**src/mdr_defines.svh**
```systemverilog
// Purpose: offsets, field positions and reset values of the motion block
// Assumes: byte-wide register port, 8-bit addresses
// Notes:   included by the motion register module only
`ifndef MDR_DEFINES_SVH
`define MDR_DEFINES_SVH
`define MDR_Y_ACCEL_LOW_ADDR        8'h10
`define MDR_Y_ACCEL_HIGH_ADDR       8'h11
`define MDR_Z_ACCEL_LOW_ADDR        8'h12
`define MDR_Z_ACCEL_HIGH_ADDR       8'h13
`define MDR_TEMPERATURE_LOW_ADDR    8'h14
`define MDR_TEMPERATURE_HIGH_ADDR   8'h15
`define MDR_KEYED_RESET_ADDR        8'h1f
`define MDR_MOTION_LIMIT_LOW_ADDR   8'h20
`define MDR_MOTION_LIMIT_HIGH_ADDR  8'h21
`define MDR_MOTION_SAMPLE_COUNT_ADDR 8'h22
`define MDR_STILL_LIMIT_LOW_ADDR    8'h23
`define MDR_STILL_LIMIT_HIGH_ADDR   8'h24
`define MDR_STILL_COUNT_LOW_ADDR    8'h25
`define MDR_STILL_COUNT_HIGH_ADDR   8'h26
`define MDR_RESET_KEY               8'h52
`define MDR_REG_RESET               8'h00
`define MDR_READ_ZERO               8'h00
`define MDR_LIMIT_HIGH_BITS         3
`define MDR_SIGN_BIT                11
`endif

```
**src/mdr_pkg.sv**
```systemverilog
// Purpose: types of the motion detect register block
// Assumes: one clock, sample strobe in the same domain
// Notes:   all state lives in one packed struct
package mdr_pkg;
   // detection count state, one-hot
   typedef enum logic [1:0]
   {
      MDR_ST_IDLE  = 2'b01,  // no sample strobe since reset
      MDR_ST_ARMED = 2'b10   // detection running
   } mdr_state_t;

   // whole module state
   typedef struct packed
   {
      mdr_state_t  state;
      logic [11:0] y_data;
      logic [11:0] z_data;
      logic [11:0] temp_data;
      logic [7:0]  motion_limit_low;
      logic [7:0]  motion_limit_high;
      logic [7:0]  motion_sample_count;
      logic [7:0]  still_limit_low;
      logic [7:0]  still_limit_high;
      logic [7:0]  still_count_low;
      logic [7:0]  still_count_high;
      logic [7:0]  motion_run;
      logic [15:0] still_run;
      logic        motion_flag;
      logic        still_flag;
      logic [7:0]  rd_data;
      logic        irq_oe;
      logic        standby;
   } mdr_regs_t;
endpackage

```
**src/mdr_motion_regs.sv**
```systemverilog
// Purpose: register file and activity/inactivity detection
// Assumes: host port is byte wide with one-cycle read and write strobes
// Notes:   detection advances on each sample strobe only
`timescale 1ns/1ps
`include "mdr_defines.svh"

// Operation
// - y result split into low/high bytes
// - z result split into low/high bytes
// - temperature result split into low/high bytes
// - upper nibble copies bit eleven
// - key write clears settings, enters standby
// - soft reset floats interrupt pins
// - keyed reset register reads zero
// - activity compares axis magnitude with limit
// - activity limit: eight low, three high
// - activity after consecutive over-limit samples
// - activity count zero acts as one
// - wake-up mode uses a single sample
// - inactivity compares axis magnitude with limit
// - inactivity limit: eight low, three high
// - inactivity after consecutive under-limit samples
// - inactivity count reaches full sixteen bits
// - inactivity count zero acts as one
// - activity sets motion flag
// - inactivity sets still flag
// - activity runs only when enabled
module mdr_motion_regs
   import mdr_pkg::*;
(
   input  wire logic        sys_clk_i,        // 50 MHz system clock
   input  wire logic        reset_i,          // async, active high
   input  wire logic [7:0]  reg_addr_i,       // register address
   input  wire logic        reg_wr_i,         // write strobe
   input  wire logic [7:0]  reg_wdata_i,      // write data
   input  wire logic        reg_rd_i,         // read strobe
   input  wire logic        sample_valid_i,   // new sample strobe
   input  wire logic [11:0] y_sample_i,       // signed y sample
   input  wire logic [11:0] z_sample_i,       // signed z sample
   input  wire logic [11:0] temp_sample_i,    // signed temperature
   input  wire logic        motion_detect_on_i, // activity enable
   input  wire logic        still_detect_on_i,  // inactivity enable
   input  wire logic        wake_mode_i,      // wake-up mode
   output logic [7:0]       reg_rdata_o,      // read data
   output logic             motion_flag_o,    // activity status
   output logic             still_flag_o,     // inactivity status
   output logic             irq_oe_o,         // interrupt pin drive
   output logic             standby_o         // standby after key
);

   // whole block state lives in one register
   mdr_regs_t s_r;    // registered state
   mdr_regs_t s_nxt;  // next state

   // detection helpers, all combinational; they work on the live
   // sample inputs, so the flags see the same values that the data
   // registers capture at that edge
   logic [10:0] motion_limit;  // assembled activity limit
   logic [10:0] still_limit;   // assembled inactivity limit
   logic [11:0] y_mag;         // |y|
   logic [11:0] z_mag;         // |z|
   logic        any_over;      // some axis above activity limit
   logic        all_under;     // every axis below inactivity limit
   logic [7:0]  motion_need;   // effective activity count
   logic [15:0] still_need;    // effective inactivity count
   logic [15:0] still_total;   // raw inactivity count

   // magnitude of a signed 12-bit code
   // -2048 gives 0x800, which still fits the unsigned result
   function automatic logic [11:0] mag12(input logic [11:0] v);
      mag12 = v[`MDR_SIGN_BIT] ? 12'((~v) + 12'h001) : v;
   endfunction

   // sign-extend a 12-bit value into the high byte
   function automatic logic [7:0] high_byte(input logic [11:0] v);
      high_byte = {{4{v[`MDR_SIGN_BIT]}}, v[11:8]};
   endfunction

   // limits, magnitudes and effective counts
   // only bits 2:0 of a high limit register count; the other bits
   // are kept for read-back and ignored here
   always_comb
   begin
      motion_limit = {s_r.motion_limit_high[`MDR_LIMIT_HIGH_BITS-1:0],
                      s_r.motion_limit_low};
      still_limit  = {s_r.still_limit_high[`MDR_LIMIT_HIGH_BITS-1:0],
                      s_r.still_limit_low};
      // axis magnitudes; temperature takes no part in detection
      y_mag = mag12(y_sample_i);
      z_mag = mag12(z_sample_i);
      // strict compare on magnitude against limit
      any_over  = (y_mag > {1'b0, motion_limit}) ||
                  (z_mag > {1'b0, motion_limit});
      all_under = (y_mag < {1'b0, still_limit}) &&
                  (z_mag < {1'b0, still_limit});
      // zero count behaves as one; wake mode forces one
      if (wake_mode_i || s_r.motion_sample_count == 8'h00)
      begin
         motion_need = 8'h01;
      end
      else
      begin
         motion_need = s_r.motion_sample_count;
      end
      // inactivity count from both bytes, zero behaves as one
      still_total = {s_r.still_count_high, s_r.still_count_low};
      still_need  = (still_total == 16'h0000) ? 16'h0001
                                              : still_total;
   end

   // next state: registers, detection, read mux
   always_comb
   begin
      s_nxt = s_r;
      // capture new sample results
      if (sample_valid_i)
      begin
         s_nxt.y_data    = y_sample_i;
         s_nxt.z_data    = z_sample_i;
         s_nxt.temp_data = temp_sample_i;
      end
      // detection on each sample strobe; a run counter counts
      // uninterrupted qualifying samples and restarts after it fires,
      // so a lasting condition fires again every N samples, while the
      // flag itself stays set until a key write or reset_i
      if (sample_valid_i)
      begin
         s_nxt.state = MDR_ST_ARMED;
         // activity run counter, advanced only on enabled
         // over-limit samples
         if (motion_detect_on_i && any_over)
         begin
            if (s_r.motion_run + 8'h01 >= motion_need)
            begin
               s_nxt.motion_flag = 1'b1;
               s_nxt.motion_run  = 8'h00;
            end
            else
            begin
               s_nxt.motion_run = s_r.motion_run + 8'h01;
            end
         end
         else
         begin
            s_nxt.motion_run = 8'h00;
         end
         // inactivity run counter, widened so 0xffff is reachable;
         // the compare runs one bit wider so a full count cannot wrap
         // the run counter before it matches
         if (still_detect_on_i && all_under)
         begin
            if (17'(s_r.still_run) + 17'h00001 >= 17'(still_need))
            begin
               s_nxt.still_flag = 1'b1;
               s_nxt.still_run  = 16'h0000;
            end
            else
            begin
               s_nxt.still_run = s_r.still_run + 16'h0001;
            end
         end
         else
         begin
            s_nxt.still_run = 16'h0000;
         end
      end
      // register reads, one cycle latency; zero whenever no read
      s_nxt.rd_data = `MDR_READ_ZERO;
      if (reg_rd_i)
      begin
         case (reg_addr_i)
            // y result, low byte
            `MDR_Y_ACCEL_LOW_ADDR:
            begin
               s_nxt.rd_data = s_r.y_data[7:0];
            end
            // y result, sign-extended high byte
            `MDR_Y_ACCEL_HIGH_ADDR:
            begin
               s_nxt.rd_data = high_byte(s_r.y_data);
            end
            // z result, low byte
            `MDR_Z_ACCEL_LOW_ADDR:
            begin
               s_nxt.rd_data = s_r.z_data[7:0];
            end
            // z result, sign-extended high byte
            `MDR_Z_ACCEL_HIGH_ADDR:
            begin
               s_nxt.rd_data = high_byte(s_r.z_data);
            end
            // temperature result, low byte
            `MDR_TEMPERATURE_LOW_ADDR:
            begin
               s_nxt.rd_data = s_r.temp_data[7:0];
            end
            // temperature result, sign-extended high byte
            `MDR_TEMPERATURE_HIGH_ADDR:
            begin
               s_nxt.rd_data = high_byte(s_r.temp_data);
            end
            // write-only key register
            `MDR_KEYED_RESET_ADDR:
            begin
               s_nxt.rd_data = `MDR_READ_ZERO;
            end
            // activity limit, low byte
            `MDR_MOTION_LIMIT_LOW_ADDR:
            begin
               s_nxt.rd_data = s_r.motion_limit_low;
            end
            // activity limit, high byte as written
            `MDR_MOTION_LIMIT_HIGH_ADDR:
            begin
               s_nxt.rd_data = s_r.motion_limit_high;
            end
            // activity sample count
            `MDR_MOTION_SAMPLE_COUNT_ADDR:
            begin
               s_nxt.rd_data = s_r.motion_sample_count;
            end
            // inactivity limit, low byte
            `MDR_STILL_LIMIT_LOW_ADDR:
            begin
               s_nxt.rd_data = s_r.still_limit_low;
            end
            // inactivity limit, high byte as written
            `MDR_STILL_LIMIT_HIGH_ADDR:
            begin
               s_nxt.rd_data = s_r.still_limit_high;
            end
            // inactivity count, low byte
            `MDR_STILL_COUNT_LOW_ADDR:
            begin
               s_nxt.rd_data = s_r.still_count_low;
            end
            // inactivity count, high byte
            `MDR_STILL_COUNT_HIGH_ADDR:
            begin
               s_nxt.rd_data = s_r.still_count_high;
            end
            // unmapped addresses read zero
            default:
            begin
               s_nxt.rd_data = `MDR_READ_ZERO;
            end
         endcase
      end
      // register writes; any setting write leaves standby
      if (reg_wr_i)
      begin
         case (reg_addr_i)
            // activity limit, low byte
            `MDR_MOTION_LIMIT_LOW_ADDR:
            begin
               s_nxt.motion_limit_low = reg_wdata_i;
            end
            // activity limit, high byte kept whole
            `MDR_MOTION_LIMIT_HIGH_ADDR:
            begin
               s_nxt.motion_limit_high = reg_wdata_i;
            end
            // activity sample count
            `MDR_MOTION_SAMPLE_COUNT_ADDR:
            begin
               s_nxt.motion_sample_count = reg_wdata_i;
            end
            // inactivity limit, low byte
            `MDR_STILL_LIMIT_LOW_ADDR:
            begin
               s_nxt.still_limit_low = reg_wdata_i;
            end
            // inactivity limit, high byte kept whole
            `MDR_STILL_LIMIT_HIGH_ADDR:
            begin
               s_nxt.still_limit_high = reg_wdata_i;
            end
            // inactivity count, low byte
            `MDR_STILL_COUNT_LOW_ADDR:
            begin
               s_nxt.still_count_low = reg_wdata_i;
            end
            // inactivity count, high byte
            `MDR_STILL_COUNT_HIGH_ADDR:
            begin
               s_nxt.still_count_high = reg_wdata_i;
            end
            // data, key and unmapped addresses hold all settings
            default:
            begin
               s_nxt.standby = s_r.standby;
            end
         endcase
         // any write other than to the key register counts as
         // configuration: leave standby and drive the interrupt pins
         if (reg_addr_i != `MDR_KEYED_RESET_ADDR)
         begin
            s_nxt.standby = 1'b0;
            s_nxt.irq_oe  = 1'b1;  // pins driven once configured
         end
      end
      // keyed soft reset overrides everything else; a sample or a
      // flag set in the same cycle is lost, since the key acts as a
      // reset of the whole block rather than as a flag clear
      if (reg_wr_i && reg_addr_i == `MDR_KEYED_RESET_ADDR &&
          reg_wdata_i == `MDR_RESET_KEY)
      begin
         s_nxt = '0;
         s_nxt.state   = MDR_ST_IDLE;
         s_nxt.standby = 1'b1;
         s_nxt.irq_oe  = 1'b0;
      end
      // state sanity; state marks a sample seen since the last reset
      case (s_nxt.state)
         MDR_ST_IDLE:  s_nxt.state = s_nxt.state;
         MDR_ST_ARMED: s_nxt.state = s_nxt.state;
         default:      s_nxt.state = MDR_ST_IDLE;
      endcase
   end

   // state register
   // async reset loads constants only: standby set, interrupt pins
   // floating, flags and settings cleared
   always_ff @(posedge sys_clk_i or posedge reset_i)
   begin
      if (reset_i)
      begin
         s_r         <= '0;
         s_r.state   <= MDR_ST_IDLE;
         s_r.standby <= 1'b1;
      end
      else
      begin
         s_r <= s_nxt;
      end
   end

   // outputs straight from flops
   // no logic between the state register and the pins
   assign reg_rdata_o   = s_r.rd_data;
   assign motion_flag_o = s_r.motion_flag;
   assign still_flag_o  = s_r.still_flag;
   assign irq_oe_o      = s_r.irq_oe;
   assign standby_o     = s_r.standby;

endmodule // mdr_motion_regs

```
**config.mk**
```make
export PLATFORM = sky130hd
export DESIGN_NAME = mdr_motion_regs
export DESIGN_NICKNAME = d
export VERILOG_FILES = /design/src/mdr_pkg.sv /design/src/mdr_motion_regs.sv
export VERILOG_INCLUDE_DIRS = /design/src /design/src/src
export SDC_FILE = /design/constraint.sdc
export NUM_CORES = 1
export LEC_CHECK = 0
export BUFFER_PORTS_ARGS = -buffer_cell sky130_fd_sc_hd__buf_2
export CORE_ASPECT_RATIO = 1.25
export CORE_MARGIN = 2
export CORE_UTILIZATION = 50
export CTS_CLUSTER_DIAMETER = 150
export DETAILED_ROUTE_END_ITERATION = 10
export GPL_ROUTABILITY_DRIVEN = 0
export PLACE_DENSITY = 0.69
export SYNTH_ARGS = -nofsm -noshare
export SYNTH_HDL_FRONTEND = slang
export SYNTH_SLANG_ARGS = --single-unit
```
**constraint.sdc**
```tcl
create_clock -name sys_clk_i -period 11.8 [get_ports sys_clk_i]
set_clock_uncertainty 0.2 [all_clocks]
set_input_delay 0.59 -clock sys_clk_i [delete_from_list [all_inputs] [get_ports sys_clk_i]]
set_output_delay 0.59 -clock sys_clk_i [all_outputs]
set_load 0.01 [all_outputs]
```
# Word-level counts from Yosys, hierarchy flattened
# Cells that the tools add are included.
[word_totals] register_bits=130 in_bits=60 out_inout_bits=12 wordCells=112
[op_classes] add_sub_neg=5 magnitude_cmp=6 n_eq_ne=18 muxes=29 bitwise_logic=2 n_reduce_logical=34
[op_table] cell="two-way mux 130 bit" n=1
[op_table] cell="one-hot mux 8 bit (13 select lines)" n=1
[op_table] cell="two-way mux 8 bit" n=11
[op_table] cell="== test 8 x 5 -> 1 bit (second input constant)" n=7
[op_table] cell="== test 8 x 6 -> 1 bit (second input constant)" n=7
[op_table] cell="two-way mux 56 bit" n=1
[op_table] cell="two-way mux 16 bit" n=3
[op_table] cell="two-way mux 36 bit" n=1
[op_table] cell="nonzero test 2 bit" n=14
[op_table] cell="two-way mux 26 bit" n=1
[op_table] cell="adder 12 x 1 -> 12 bit (second input constant)" n=2
[op_table] cell="> comparator 12 x 11 -> 1 bit" n=2
[op_table] cell="< comparator 12 x 11 -> 1 bit" n=2
[op_table] cell="two-way mux 12 bit" n=2
[op_table] cell="NOT 12 bit" n=2
[op_table] cell="adder 16 x 1 -> 17 bit (second input constant)" n=1
[op_table] cell="greater-or-equal comparator 17 x 16 -> 1 bit" n=1
[op_table] cell="adder 16 x 1 -> 16 bit (second input constant)" n=1
[op_table] cell="logical NOT 16 bit" n=1
[op_table] cell="AND reduction 2 bit" n=8
[op_table] cell="adder 8 x 1 -> 8 bit (second input constant)" n=1
[op_table] cell="== test 8 x 7 -> 1 bit (second input constant)" n=1
[op_table] cell="greater-or-equal comparator 8 bit" n=1
[op_table] cell="logical NOT 8 bit" n=1
[op_table] cell="other kinds (9)" n=21

# Longest topological paths before layout
# Gate-level depths: netlist of the first run.
[depth] word_depth=12 ltp_mapped=14 depth_no_buf=13

# Least setup slack after synthesis of the first run
# OpenSTA, ideal clock, no wires.
[synth_path] kind="input port to flip-flop" from="in z_sample_i[2]" to="reg s_r[21] (netlist bit)" setup_time_ns=0.066 t_arrival_ns=3.231 required_time_ns=11.534 path_slack_ns=8.303 stages=12 n_path_buf=1 cell_sequence="or3_4 or3_4 o31ai_1 xnor2_1 ha_1 a21o_1 a2111oi_0 and3_4 o211ai_4 nor2_4 buf_6 a22o_1"
[synth_between] elab_chain_cells=9
[synth_lines] item="start, declared" line_no="mdr_motion_regs.sv:39" text="input wire logic [11:0] z_sample_i,"
[synth_lines] item="NOT 12 bit" line_no="mdr_motion_regs.sv:71" text="mag12 = v[`MDR_SIGN_BIT] ? 12'((~v) + 12'h001) : v;"
[synth_lines] item="adder 12 x 1 -> 12 bit" line_no="mdr_motion_regs.sv:71"
[synth_lines] item="two-way mux 12 bit *" line_no="mdr_motion_regs.sv:71"
[synth_lines] item="< comparator 12 x 11 -> 1 bit *" line_no="mdr_motion_regs.sv:95" text="(z_mag < {1'b0, still_limit});"
[synth_lines] item="logical AND 1 bit *" line_no="mdr_motion_regs.sv:94" text="all_under = (y_mag < {1'b0, still_limit}) &&"
[synth_lines] item="logical AND 1 bit *" line_no="mdr_motion_regs.sv:150" text="if (still_detect_on_i && all_under)"
[synth_lines] item="two-way mux 16 bit *" line_no="mdr_motion_regs.sv:150"
[synth_lines] item="two-way mux 26 bit *" line_no="mdr_motion_regs.sv:126" text="if (sample_valid_i)"
[synth_lines] item="two-way mux 130 bit *" line_no="mdr_motion_regs.sv:305" text="if (reg_wr_i && reg_addr_i == `MDR_KEYED_RESET_ADDR &&"
[synth_lines] item="end signal, assigned" line_no="mdr_motion_regs.sv:334" text="s_r <= s_nxt;"
[synth_lines] item="end, declared" line_no="mdr_motion_regs.sv:52" text="mdr_regs_t s_r;"
# Mark *: on every way between the ends. The rest lies on a longest branch, timed or not. The select of a mux whose other input is x is not followed.
# A chain may end at the register's enable or synchronous reset.

# Worst setup path in the final report of the first run
[layout_path] from="reg s_r[12] (netlist bit)" to="reg s_r[27] (netlist bit)"
[layout_between] elab_chain_cells=6 elab_cells_between_ends=7 cone_classes="add/sub: 2; order compare: 1; mux: 4"
[layout_lines] item="adder 16 x 1 -> 17 bit" line_no="mdr_motion_regs.sv:152" text="if (17'(s_r.still_run) + 17'h00001 >= 17'(still_need))"
[layout_lines] item="greater-or-equal comparator 17 x 16 -> 1 bit" line_no="mdr_motion_regs.sv:152"
[layout_lines] item="two-way mux 16 bit *" line_no="mdr_motion_regs.sv:152"
[layout_lines] item="two-way mux 16 bit *" line_no="mdr_motion_regs.sv:150"
[layout_lines] item="two-way mux 26 bit *" line_no="mdr_motion_regs.sv:126"
[layout_lines] item="two-way mux 130 bit *" line_no="mdr_motion_regs.sv:305"
# Marked as above.

==> results of run 1 <==
==> how the worst min path moves through the flow <==
stage,startpoint,endpoint,depth (start not counted)
3_3_place_gp,s_r[82],s_r[82],2
3_5_place_dp,irq_oe_o,irq_oe_o,2
4_1_cts,reset_i,reg_rdata_o[6],2
6_report,reset_i,reg_rdata_o[6],2
5_1_grt,reset_i,reg_rdata_o[0],2
2_1_floorplan,s_r[82],s_r[82],2
==> where the power goes <==
| part | internal (mW) | switching (mW) |
|---|---|---|
| Combinational | 0.0754 | 0.110 |
| Sequential | 0.464 | 0.0241 |
| Clock | 0.279 | 0.230 |
| Total | 0.818 | 0.364 |
==> final cells by class <==
class                   count  area, sq um
clock buffers              17          425
clock inverters            15          143
fillers                  1404         6910
inverters                  43          164
multi-input cells         631         4690
flip-flops and latches    128         3200
well taps                 216          270
repair buffers             77          400
==> layer usage <==
layer / global-route usage (%) / vias to the layer above / wire length, um
li1: - / 3183 / -
met1: 33.5 / 3258 / 9550
met2: 46.9 / 246 / 11500
met3: 4.21 / 56 / 1100
met4: 11.5 / 0 / 859
met5: 0 / - / 0
==> sequential cells by signal, summed over array words and instances (netlist names) <==
name           cells
still_flag_o       1
reg_rdata_o        8
standby_o          1
motion_flag_o      1
irq_oe_o           1
motion_limit      11
s_r              105
==> placed cells by master (no fill, tap or decap), types with 4 or more instances in the layout <==
master and instances:
a211oi_1 5, a21o_1 16, a21oi_1 32, a221oi_1 6
a22o_1 25, a22oi_1 10, a31oi_1 6, and3_1 4
and4_1 6, buf_2 71, buf_4 6, clkbuf_16 17
dfrtp_1 127, ha_1 70, inv_1 42, inv_6 5
inv_8 4, mux2_2 40, mux2i_1 42, nand2_1 71
nand2b_1 24, nand3_1 21, nand4_1 13, nand4b_1 4
nor2_1 57, nor2b_1 4, nor3_1 6, nor4_1 6
o21a_1 6, o21ai_0 46, o21ai_1 10, o31ai_1 8
or3_1 7, xnor2_1 28, xor2_1 7
==> stage by stage <==
step | area, sq um | worst slack [ns]
detailed placement | 8730 | 7.89
global placement | 8730 | 7.94
CTS | 9300 | 8.09
finish | 9300 | 8.07
global route | 9300 | 7.87
floorplan | 8260 | 7.60
==> cell families after synthesis <==
logic type      after synthesis
fa+ha+maj                    70
simple gates                246
xor+xnor                     35
compound gates              197
buf+inv                      87
mux                          83
flops                       128
==> worst register-to-register path, delay by kind of cell (launching register included) <==
kind,cells,cell delay (ns)
compound gates,3,1.08
simple gates,6,1.07
fa+ha+maj,2,0.62
flops,1,0.48
xor+xnor,1,0.17
==> results.toml, run 1 <==
[cts]
clock_latency_ns = 0.43
cts.sinks = 128
ctsHoldBuffers = 0
cts_root_buffer = "clkbuf_16"
cts_tree = "built"
htreeDepth = 4
post-cts-setup-buffers = 0
cts-resized-gates = 0
clock_path_buffers = 2
clkSlewWorstSetupHoldPaths_ns = 0.06
cts_made_buffers = 17

[routing]
wl_per_cell_um = 20.4
post-route-drc-count = 0
num_vias = 6743
via_per_inst = 5.98
drt_iter0_drc = 543
dr.pass1.iters = 5
routed_wl_um = 23000
ant_nets = 0

[synthesis]
synth-edff-count = 0
synth_top_family_by_area = "compound AO/OA/AOI/OAI gates"
synthArstFlopShare_pct = 100
postSynthCellCount = 846
avgSynthCellArea_sq_um = 9.76
synthMuxAreaShare_pct = 10.7
syn-num-nets = 976
yosys.area.top_type = "dfrtp_1"
synth_commonest_cells = "dfrtp_1, nand2_1, ha_1"
yosysUniqueCellTypes = 66
synth-compound-area-share_pct = 16.4
ys_seq_elements = 128
ys_warn_count = 0
synth-simple-area-share_pct = 15.3
synth_top_area_share_pct = 38.5
synthTopCellsByArea = "dfrtp_1, ha_1, mux2_2"
syn-cell-area_sq_um = 8260
synth_xor_area_share_pct = 3.71
seq_area_frac_synth_pct = 38.8
synth_adder_area_share_pct = 10.6
synthMostInstantiatedCell = "dfrtp_1"
synth-main-ff-cell = "dfrtp_1"

[floorplanning]
die_h_um = 148
core_sq_um = 16200
rows = 52
die_area_sq_um = 17600
start_util_pct = 51.0
die_w_um = 119
io_pins = 72

[placement]
portBuffers = 71
placed_cells_incl_taps = 1095
dp_hpwl_um = 17400

[pwr]
ir_drop_uv = 101
powerDensity_nw_per_um2 = 127
p_leak_nw = 4.31
power_mw = 1.18

[grt]
grt-ovfl-total = 0
grt_max_degree = 67
grt_use_total_pct = 27.1
grt_pass1_vias = 6634
antenna_found_initial = 0
grt_pass1_wl_um = 36300

[sta]
slew_headroom_pct = 25.7
rsz0062_at_grt = "false"
slew_violations = 0
min_period_over_period_pct = 31.6
min_period_ns = 3.73
tightest_slew_ns = 1.11
holdWs_ns = 0.0958
setup_viol = 0
fmax_mhz = 268
hold_violations = 0
tns_ns = 0

[setup_path]
arrival_ns = 3.85
end_kind = "register"
crit_slowest_cell = "a2111oi_0"
reg2reg_slack_ns = 8.07
cp.required_ns = 11.91
critPathKind = "reg2reg"
worstSetupStartpointType = "register"
cp_num_cells = 12
setup.worst_path.start = "s_r[12]"
cp_max_fo = 11
crit_family = "compound AO/OA/AOI/OAI gates"
path_cells = "ha_1, and2_1, and4_1, xor2_1, ha_1, nand2_1, o21ai_0, nor3_1, a2111oi_0, nand4b_1, nor2_4, a22o_1"
critPathBufInv = 0
cpPeakStageDelay_ns = 0.63
endpoint = "s_r[27]"
r2r_cells = 12
rr_startpoint = "s_r[12]"
worst_path_most_repeated_cell = "ha_1"
r2r_end = "s_r[27]"

[min_path]
hold_path_class = "in2async"

[cells_and_area]
synthToLayoutAreaGrowth_pct = 12.6
fin_util_pct = 57.4
layout-drive-gt1-share_pct = 18.2
n_antenna_cell = 0
instances_no_fill = 1127
final_nets = 1028

[flow_run]
cap_violations = 0

[status]
status = "finished clean"
Power figures use the tool's default switching activity.
==> inputs of run 2 (changes only) <==
==> constraint.sdc (replaced) <==
create_clock -name sys_clk_i -period 3.9 [get_ports sys_clk_i]
set_clock_uncertainty 0.2 [all_clocks]
set_input_delay 0.195 -clock sys_clk_i [delete_from_list [all_inputs] [get_ports sys_clk_i]]
set_output_delay 0.195 -clock sys_clk_i [all_outputs]
set_load 0.01 [all_outputs]
==> results.toml, run 2 (synthesized netlist as in run 1, its figures left out) <==
[placement]
dp_hpwl_um = 17200
portBuffers = 71
placed_cells_incl_taps = 1099

[cells_and_area]
synthToLayoutAreaGrowth_pct = 17.9
n_antenna_cell = 0
fin_util_pct = 60.1
layout-drive-gt1-share_pct = 17.8
layout.cells.most_common = "dfrtp_1"
top_register = "s_r"
register_area_sq_um = 3200
instances_no_fill = 1171
multi_input_area_sq_um = 4690
largest_reg_flops = 105
fill_cells = 1377
layout_common_cells = "dfrtp_1, nand2_1, buf_2"
final_nets = 1072

[grt]
gr-usage-met2_pct = 48.0
antenna_found_initial = 0
grt_pass1_vias = 6785
grt-ovfl-total = 0
grt_pass1_wl_um = 36400
grt_max_degree = 68
busiest_layer = "met2"
grtUsageMet1_pct = 33.1
gr-usage-met3_pct = 4.90
grt_use_total_pct = 27.1

[cts]
ctsHoldBuffers = 40
post-cts-setup-buffers = 0
cts_made_buffers = 17
cts.sinks = 128
htreeDepth = 4
cts_tree = "built"
clkSlewWorstSetupHoldPaths_ns = 0.06
cts-resized-gates = 0
clock_latency_ns = 0.42
clock_path_buffers = 2
cts_root_buffer = "clkbuf_16"

[setup_path]
cp_max_fo = 11
r2r_cells = 12
critPathKind = "in2reg"
arrival_ns = 3.87
worstSetupStartpointType = "input pin"
end_kind = "register"
cp.required_ns = 4.05
r2r_end = "s_r[13]"
rr_startpoint = "s_r[13]"
reg2reg_slack_ns = 0.58

[min_path]
whs_path_depth = 3
hold_path_class = "in2reg"
hold_start = "y_sample_i[11]"
min_to = "s_r[127]"

[sta]
slew_headroom_pct = 26.3
holdWs_ns = 0.0187
tns_ns = 0
rsz0062_at_grt = "false"
hold_violations = 0
tightest_slew_ns = 1.10
fmax_mhz = 269
min_period_ns = 3.72
setup_viol = 0
slew_violations = 0
min_period_over_period_pct = 95.4

[floorplanning]
die_h_um = 148
core_sq_um = 16200
start_util_pct = 51.0
io_pins = 72
die_area_sq_um = 17600
die_w_um = 119
rows = 52

[routing]
ant_nets = 0
drt_iter0_drc = 535
post-route-drc-count = 0
routed_wl_um = 23100
dr.pass1.iters = 5
num_vias = 6892
wl_per_cell_um = 19.7
via_per_inst = 5.89

[pwr]
powerDensity_nw_per_um2 = 369
ir_drop_uv = 331
power_mw = 3.60
p_leak_nw = 4.51

[status]
status = "finished clean"

[flow_run]
cap_violations = 0
## run 2: worst max-delay path, cell delays in order
cell	delay (ns)
dlygate4sd3_1	0.55
buf_2	0.15
or3_4	0.39
or3_4	0.38
o31ai_1	0.24
xnor2_1	0.21
ha_1	0.30
a21o_1	0.16
a2111oi_0	0.40
and3_4	0.26
o211ai_4	0.14
nor2_4	0.28
a22o_1	0.20
## run 2: layer usage
layer | vias to the layer above | wire, um
met5 | - | 0
met4 | 0 | 690
met3 | 52 | 1000
met2 | 211 | 11900
met1 | 3348 | 9510
li1 | 3281 | -
## run 2: power by group
group	internal, mW	switching, mW	leakage (nW)
Sequential	1.40	0.0657	1.68
Combinational	0.258	0.340	2.55
Clock	0.902	0.629	0.282
## run 2: worst max-delay path by stage
stage | start | endpoint | depth (start not counted)
2_1_floorplan | reset_i | irq_oe_o | 1
3_3_place_gp | z_sample_i[2] | s_r[20] | 12
3_5_place_dp | z_sample_i[2] | s_r[25] | 12
4_1_cts | z_sample_i[2] | s_r[13] | 13
5_1_grt | z_sample_i[2] | s_r[21] | 13
6_report | z_sample_i[2] | s_r[13] | 13
## run 2: per-stage QoR
stage	setup WS [ns]	area (sq um)
3_3_place_gp	0.415	8770
2_1_floorplan	0.0940	8260
4_1_cts	0.265	9740
3_5_place_dp	0.391	8770
6_report	0.180	9740
5_1_grt	0.0927	9740
## run 2: area by class of cell
cell class                      count  area share, %
Clock inverter                     14           1.31
Tap cell                          216           2.78
Inverter                           43           1.68
Timing Repair Buffer              121           8.66
Clock buffer                       18           4.51
Sequential cell                   128           32.9
Multi-Input combinational cell    631           48.1
